## src/logic/edge_port_defines.svh

```systemverilog
// register offsets, reset values and select codes of the edge port
`ifndef EDGE_PORT_DEFINES_SVH
`define EDGE_PORT_DEFINES_SVH

`define ADDR_W 12
`define OFF_EDGE_SELECT 12'h000
`define OFF_PIN_DIRECTION 12'h004
`define OFF_IRQ_ENABLE 12'h008
`define OFF_OUTPUT_DATA 12'h00C
`define OFF_PIN_LEVEL 12'h010
`define OFF_EDGE_FLAGS 12'h014

`define RST_EDGE_SELECT 14'h0000
`define RST_PIN_DIRECTION 7'h00
`define RST_IRQ_ENABLE 7'h00
`define RST_OUTPUT_DATA 7'h7F
`define RST_EDGE_FLAGS 7'h00

`define SEL_LEVEL 2'h0
`define SEL_BOTH 2'h3

`endif

```

## src/logic/edge_port_pkg.sv

```systemverilog
// shared types of the edge port
package edge_port_pkg;

  typedef logic [1:0] edge_sel_t;
  typedef logic [31:0] bus_word_t;

endpackage : edge_port_pkg

```

## src/logic/pin_sync.sv

```systemverilog
// two-flop synchroniser for asynchronous pin levels
`timescale 1ns/10ps

module pin_sync #(
  parameter int WIDTH = 7
) (
  input wire logic clk,
  input wire logic [WIDTH-1:0] d,
  output logic [WIDTH-1:0] q
);

  logic [WIDTH-1:0] meta;

  // no reset: pin levels are reported whatever reset does
  always_ff @(posedge clk) begin
    meta <= d;
    q <= meta;
  end

endmodule : pin_sync

```

## src/logic/edge_flag_cell.sv

```systemverilog
// edge detector and sticky flag of one pin
`timescale 1ns/10ps
`include "edge_port_defines.svh"

module edge_flag_cell (
  input wire logic clk,
  input wire logic rst_n,
  input wire logic armed,
  input wire logic level_prev,
  input wire logic level_now,
  input wire edge_port_pkg::edge_sel_t mode,
  input wire logic clear,
  output logic flag
);

  logic falling;
  logic rising;
  logic edge_hit;
  logic next_flag;

  assign falling = level_prev & ~level_now;
  assign rising = ~level_prev & level_now;

  // code 10 acts as falling edge, like 01
  assign edge_hit = armed & (mode != `SEL_LEVEL) &
    (falling | (rising & (mode == `SEL_BOTH)));

  // an edge in the clearing cycle wins, so no event is lost
  assign next_flag = edge_hit | (flag & ~clear);

  always_ff @(posedge clk or negedge rst_n) begin
    if (!rst_n) begin
      flag <= 1'b0;
    end else begin
      flag <= next_flag;
    end
  end
endmodule : edge_flag_cell

```

## src/logic/edge_port_unit.sv

```systemverilog
// edge port: pin interrupts, output data, pin levels and edge flags on apb
//
// The APB interface to the registers and the register offsets were left to the implementer.
`timescale 1ns/10ps
`include "edge_port_defines.svh"

// Function
// - enabled pin requests while its flag set
// - enabled level pin requests while pin low
// - enable clear drops request; reset clears enables
// - stored data driven on output pins
// - data register reads stored value
// - reset sets all data bits
// - level register reads live pin levels
// - level register ignores writes; reset irrelevant
// - selected edge sets flag, any direction
// - flag sticky until one written
// - level mode never changes flag
// - reset clears all flags
// - select 00 level, 01 falling, 11 both
// - level pins are active low
// - direction one output, zero input

module edge_port_unit #(
  parameter int PINS = 7
) (
  input wire logic pclk,
  input wire logic presetn,
  input wire logic psel,
  input wire logic penable,
  input wire logic pwrite,
  input wire logic [`ADDR_W-1:0] paddr,
  input wire logic [31:0] pwdata,
  output logic [31:0] prdata,
  output logic pready,
  output logic pslverr,
  input wire logic [PINS:1] ext_irq_pin_in,
  output logic [PINS:1] ext_irq_pin_out,
  output logic [PINS:1] ext_irq_pin_oe_n,
  output logic [PINS:1] pin_irq_req,
  output logic irq
);

  // registers
  logic [2*PINS+1:2] edge_select;
  logic [PINS:1] pin_direction;
  logic [PINS:1] irq_enable;
  logic [PINS:1] output_data;
  logic [PINS:1] edge_flags;

  // pin side
  logic [PINS:1] level_sync;
  logic [PINS:1] level_prev;
  logic [PINS:1] level_mode;
  logic primed;

  // bus side
  logic setup;
  logic access;
  logic wr_en;
  logic hit_sel;
  logic hit_dir;
  logic hit_ie;
  logic hit_od;
  logic hit_lvl;
  logic hit_fl;
  logic mapped;
  logic wr_sel;
  logic wr_dir;
  logic wr_ie;
  logic wr_od;
  logic wr_fl;
  logic [PINS:1] wdata_pins;
  logic [PINS:1] flag_clear;
  edge_port_pkg::bus_word_t read_word;

  // pin bits sit at 1 upward, bit 0 and the rest read as zero
  function automatic edge_port_pkg::bus_word_t place_pins(input logic [PINS:1] v);
    place_pins = {{(31-PINS){1'b0}}, v, 1'b0};
  endfunction : place_pins

  function automatic logic is_level(input edge_port_pkg::edge_sel_t sel);
    is_level = (sel == `SEL_LEVEL);
  endfunction : is_level

  // synchronised pin levels

  pin_sync #(
    .WIDTH(PINS)
  ) u_pin_sync (
    .clk(pclk),
    .d(ext_irq_pin_in),
    .q(level_sync)
  );

  // previous level for edge detection; no reset, like the levels
  always_ff @(posedge pclk) begin
    level_prev <= level_sync;
  end

  // edges are ignored for the first cycle after reset release
  always_ff @(posedge pclk or negedge presetn) begin
    if (!presetn) begin
      primed <= 1'b0;
    end else begin
      primed <= 1'b1;
    end
  end

  // apb decode

  assign setup = psel & ~penable;
  assign access = psel & penable;
  assign wr_en = access & pwrite;

  assign hit_sel = (paddr == `OFF_EDGE_SELECT);
  assign hit_dir = (paddr == `OFF_PIN_DIRECTION);
  assign hit_ie = (paddr == `OFF_IRQ_ENABLE);
  assign hit_od = (paddr == `OFF_OUTPUT_DATA);
  assign hit_lvl = (paddr == `OFF_PIN_LEVEL);
  assign hit_fl = (paddr == `OFF_EDGE_FLAGS);
  assign mapped = hit_sel | hit_dir | hit_ie | hit_od | hit_lvl | hit_fl;

  assign wr_sel = wr_en & hit_sel;
  assign wr_dir = wr_en & hit_dir;
  assign wr_ie = wr_en & hit_ie;
  assign wr_od = wr_en & hit_od;
  assign wr_fl = wr_en & hit_fl;

  // bit 0 is dropped on every write, whatever software puts there
  assign wdata_pins = pwdata[PINS:1];

  // zero wait states; only unmapped addresses fail
  assign pready = 1'b1;
  assign pslverr = access & ~mapped;

  assign read_word =
    hit_sel ? {{(30-2*PINS){1'b0}}, edge_select, 2'b00} :
    hit_dir ? place_pins(pin_direction) :
    hit_ie ? place_pins(irq_enable) :
    hit_od ? place_pins(output_data) :
    hit_lvl ? place_pins(level_sync) :
    hit_fl ? place_pins(edge_flags) :
    32'h0000_0000;

  // read data is captured in the setup cycle so it comes from a flop
  always_ff @(posedge pclk or negedge presetn) begin
    if (!presetn) begin
      prdata <= 32'h0000_0000;
    end else if (setup & ~pwrite) begin
      prdata <= read_word;
    end
  end

  // registers

  always_ff @(posedge pclk or negedge presetn) begin
    if (!presetn) begin
      edge_select <= `RST_EDGE_SELECT;
    end else if (wr_sel) begin
      edge_select <= pwdata[2*PINS+1:2];
    end
  end

  always_ff @(posedge pclk or negedge presetn) begin
    if (!presetn) begin
      pin_direction <= `RST_PIN_DIRECTION;
    end else if (wr_dir) begin
      pin_direction <= wdata_pins;
    end
  end

  always_ff @(posedge pclk or negedge presetn) begin
    if (!presetn) begin
      irq_enable <= `RST_IRQ_ENABLE;
    end else if (wr_ie) begin
      irq_enable <= wdata_pins;
    end
  end

  always_ff @(posedge pclk or negedge presetn) begin
    if (!presetn) begin
      output_data <= `RST_OUTPUT_DATA;
    end else if (wr_od) begin
      output_data <= wdata_pins;
    end
  end

  // the pin level register has no storage, so writes fall away
  assign flag_clear = wr_fl ? wdata_pins : '0;

  // per-pin flags

  for (genvar i = 1; i <= PINS; i++) begin : g_pin
    assign level_mode[i] = is_level(edge_select[2*i+1:2*i]);

    edge_flag_cell u_cell (
      .clk(pclk),
      .rst_n(presetn),
      .armed(primed),
      .level_prev(level_prev[i]),
      .level_now(level_sync[i]),
      .mode(edge_select[2*i+1:2*i]),
      .clear(flag_clear[i]),
      .flag(edge_flags[i])
    );
  end

  // pins and requests

  // direction one drives the pin; oe_n low while driving
  assign ext_irq_pin_out = output_data;
  assign ext_irq_pin_oe_n = ~pin_direction;

  // level requests are not latched: they follow the low pin
  assign pin_irq_req = irq_enable & (edge_flags | (level_mode & ~level_sync));

  // flags are the sticky status and enables the mask of the single line
  assign irq = |pin_irq_req;

  // raw pin watched, so the synchroniser delay is part of the check
  for (genvar k = 1; k <= PINS; k++) begin : g_chk

  end
endmodule : edge_port_unit

```

## config.mk

```make
export PLATFORM = sky130hd
export DESIGN_NAME = edge_port_unit
export DESIGN_NICKNAME = d
export VERILOG_FILES = /design/src/logic/edge_port_pkg.sv /design/src/logic/pin_sync.sv /design/src/logic/edge_flag_cell.sv /design/src/logic/edge_port_unit.sv
export VERILOG_INCLUDE_DIRS = /design/src /design/src/logic
export SDC_FILE = /design/constraint.sdc
export NUM_CORES = 1
export LEC_CHECK = 0
export BUFFER_PORTS_ARGS = -buffer_cell sky130_fd_sc_hd__clkbuf_2
export CAP_MARGIN = 25
export CORE_MARGIN = 5
export CORE_UTILIZATION = 51
export CTS_CLUSTER_DIAMETER = 100
export DETAILED_ROUTE_END_ITERATION = 6
export HOLD_SLACK_MARGIN = 0.03
export PLACE_DENSITY_LB_ADDON = 0.15
export SYNTH_ARGS = -nofsm -noshare
export SYNTH_HDL_FRONTEND = slang
export SYNTH_SLANG_ARGS = --single-unit
```

## constraint.sdc

```tcl
create_clock -name pclk -period 1.5 [get_ports pclk]
set_input_delay 0 -clock pclk [delete_from_list [all_inputs] [get_ports pclk]]
set_output_delay 0 -clock pclk [all_outputs]
set_load 0.005 [all_outputs]
```

==> metrics <==
final clock skew=0.0113 ns; total gr overflow=0; failing checks=negative setup slack; pins over their slew limit=0; clock tree sinks=79; Clock power frac=0.416; Leakage Power=approximately 2.3 nW; worst min-delay path class=input port to register; CTS max path bufs=2; maximum vdd drop=between 0.7 and 0.8 mV; fraction of power consumed by combinational cells=0.083; number of antenna-violating nets in the routed design=0; result of the run=finished, violations left; most area-hungry cell type in the Yosys netlist=sky130_fd_sc_hd__dfrtp_1; cell types occupying the most area after synthesis=sky130_fd_sc_hd__dfrtp_1 35%, sky130_fd_sc_hd__dfxtp_1 12%, sky130_fd_sc_hd__mux2_2 7.8%; number of cells on the worst reg-to-reg path=4; met1 routing resource usage after global routing=0.325; via count of the first global-routing pass=approximately 3000; required time worst endpoint=1.72 ns; global-route track usage on met3=0.0481; standard-cell rows=30; final cell area excluding filler cells=4950 sq um; worst-case hold slack=~0.14 ns; instance area after placement=between 4000 and 5000 sq um; Largest stage delay, worst path=about 0.58 ns; ratio of total power to cell area=around 890 nW/um^2; Die Span X=about 94 microns; post-layout net count=503; most prevalent standard cell on the critical path=sky130_fd_sc_hd__or4_4; fraction of synthesis flops using an asynchronous set or reset pin=0.734; most common cell in the synthesized netlist=sky130_fd_sc_hd__dfrtp_1; count of flip-flops with a built-in enable after synthesis=0; number of library cell types mapped by synthesis=46; clock tree from TritonCTS=yes; sequential share of power=0.501; global route hottest layer=met2; synthesized instance count=roughly 310; global-route met2 utilization=0.367; setup repair after global routing missed its margin=yes; count of inserted antenna diode cells=0; height of the die=approximately 94 microns; Setup Total Neg Slack=-1.87 ns; RR Startpoint=ext_irq_pin_out[5]; DRC Markers=0; setup slack of the worst register-to-register path=approximately 0.13 ns; maximum number of pins on one net before global-route repair=59; final wirelength=10.1 mm; Fmax achieved=~0.62 GHz; start point of the worst hold path=pwrite; TritonRoute pass-1 iters=4; initial standard-cell utilization of the core=0.527; power dissipated by switching net loads=slightly below 1 mW; worst-case setup margin in the final layout=-0.103 ns; layout cell share with drive strength beyond 1=0.420; average instance area after synthesis=11.6 sq um; chain of cells forming the critical path=clkbuf_2, or4_4, or4_4, nor2_8, buf_12, mux2_4; Area Overhead vs Synth=37.6%; fin crit period=around 1.6 ns; critical setup path kind=input port to register; clock root buffer=sky130_fd_sc_hd__clkbuf_8; critical path arrival=roughly 1.8 ns; element type at the critical path end=register; detailed placement HPWL=~6.7 mm; end of the worst register-to-register path=prdata[5]; synth cell count leaders=51 x sky130_fd_sc_hd__dfrtp_1, 26 x sky130_fd_sc_hd__a22o_1, 25 x sky130_fd_sc_hd__mux2_2; library cell contributing the largest single delay on the critical path=sky130_fd_sc_hd__or4_4; Total Die Area=~9000 sq um; type of element launching the critical path=input port; Vias=just over 3000; Max-Cap Viols=0; number of fillers in the final layout=475; total of endpoints with negative setup slack in the final report=between 40 and 50; worst hold stages=5; IO Port Bufs=76; Switching Share=0.225; register bit total from synthesis=79; initial detailed-routing violation count=approximately 190; Routed WL per cell=~18 microns; clock latency on the worst-skew pair=0.35 ns; global-route wire length before repair=roughly 16 mm; CTS Buf Count=9; area fraction of the dominant cell type after synthesis=0.355; core region area=6830 sq um; hold endpoint=prdata[2]; Via density=about 5.5; clock-pin slew on the worst setup and hold paths=0.08 ns; number of hold-slack violations in the final timing report=0; period utilization=1.07; number of primary I/O pins=about 110; CTS HTree Levels=3; sequential cell area fraction in the yosys report=0.522; placer congestion estimate=slightly below 0.9; number of warnings reported in the yosys synthesis log=0; leading register cell type out of synthesis=sky130_fd_sc_hd__dfrtp_1; Power Internal=~3.4 mW; antenna violations before repair=0; crit path max fanout=7; post-synth design cell area=approximately 3600 sq um; total track usage=0.234
[worst max path at each step]
stage,startpoint,endpoint,slack [ns],depth (start not counted)
finish,paddr[7],edge_select[7],-0.10,6
global route,paddr[7],edge_select[7],-0.12,6
CTS,paddr[10],edge_select[6],-0.10,6
detailed placement,paddr[0],edge_select[13],-0.50,5
global placement,paddr[0],edge_select[15],-0.48,5
floorplan,paddr[0],edge_select[10],-0.41,6
[metal layers]
layer | vias to the layer above | share of wire
met5 | - | 0
met2 | 119 | 0.48
met4 | 0 | 0.011
met1 | 1528 | 0.44
met3 | 14 | 0.072
li1 | 1371 | -
[stage by stage]
step | utilization | worst slack [ns] | total power, mW | cells
finish | 0.725 | -0.103 | 4.41 | 548
global route | 0.725 | -0.122 | 4.56 | 548
CTS | 0.718 | -0.103 | 4.42 | 547
detailed placement | 0.620 | -0.504 | 2.56 | 498
global placement | 0.620 | -0.479 | 2.55 | 498
floorplan | - | -0.415 | 2.41 | 328
[final cells by class]
type | instances | area [sq um] | area share
timing repair buffer | 137 | 963 | 0.194
sequential | 79 | 1890 | 0.381
tap | 96 | 120 | 0.0242
multi-input combinational | 212 | 1720 | 0.347
clock inverter | 3 | 65.1 | 0.0131
inverter | 8 | 30.0 | 0.00606
clock buffer | 13 | 169 | 0.0341
[placed cells by master, fill, tap and decap left out, types with 12 or more instances in the layout]
cell type	count
sky130_fd_sc_hd__a21oi_1	12
sky130_fd_sc_hd__a22o_1	26
sky130_fd_sc_hd__buf_4	27
sky130_fd_sc_hd__clkbuf_2	76
sky130_fd_sc_hd__clkbuf_8	12
sky130_fd_sc_hd__conb_1	19
sky130_fd_sc_hd__dfrtp_1	49
sky130_fd_sc_hd__dfxtp_1	17
sky130_fd_sc_hd__dlygate4sd3_1	23
sky130_fd_sc_hd__mux2_4	35
sky130_fd_sc_hd__nand2_1	16
sky130_fd_sc_hd__o21a_1	12
[kinds of logic after synthesis]
kind of cell	after synthesis	synth area share
AND/OR/NAND/NOR	78	0.138
multiplexers	38	0.118
buffers and inverters	37	0.0601
flip-flops	79	0.522
other	2	0.00209
AO/OA/AOI/OAI	77	0.159
[registers in the layout (all words and copies together), names as in the netlist]
signal	count
level_prev	7
edge_select	14
u_pin_sync.q	7
ext_irq_pin_out	7
prdata	15
irq_enable	7
primed	1
pin_direction	7
u_pin_sync.meta	7
g_pin.u_cell.flag	7
[critical path: cells and delay by family]
family,cells,cell delay (ns)
buffers and inverters,2,0.23
muxes,1,0.31
and+or+nand+nor,3,1.28
[power groups by stage]
stage	registers, mW	logic (mW)	clock network [mW]
5_1_grt	2.22	0.405	1.94
4_1_cts	2.21	0.363	1.85
3_3_place_gp	2.25	0.303	0
3_5_place_dp	2.25	0.310	0
2_1_floorplan	2.24	0.166	0
6_report	2.21	0.366	1.83
[repair_timing]
| item | 4_1_cts | 5_1_grt |
|---|---|---|
| setup buffers | 10 | 1 |
| hold endpoints to repair | 104 | 0 |
| endpoints found under the setup margin | 43 | 45 |
| hold buffers | 23 | 0 |
| resized for setup | 31 | 10 |
| pin swaps | 5 | 4 |
No activity file was read; power rests on OpenSTA's default activity.
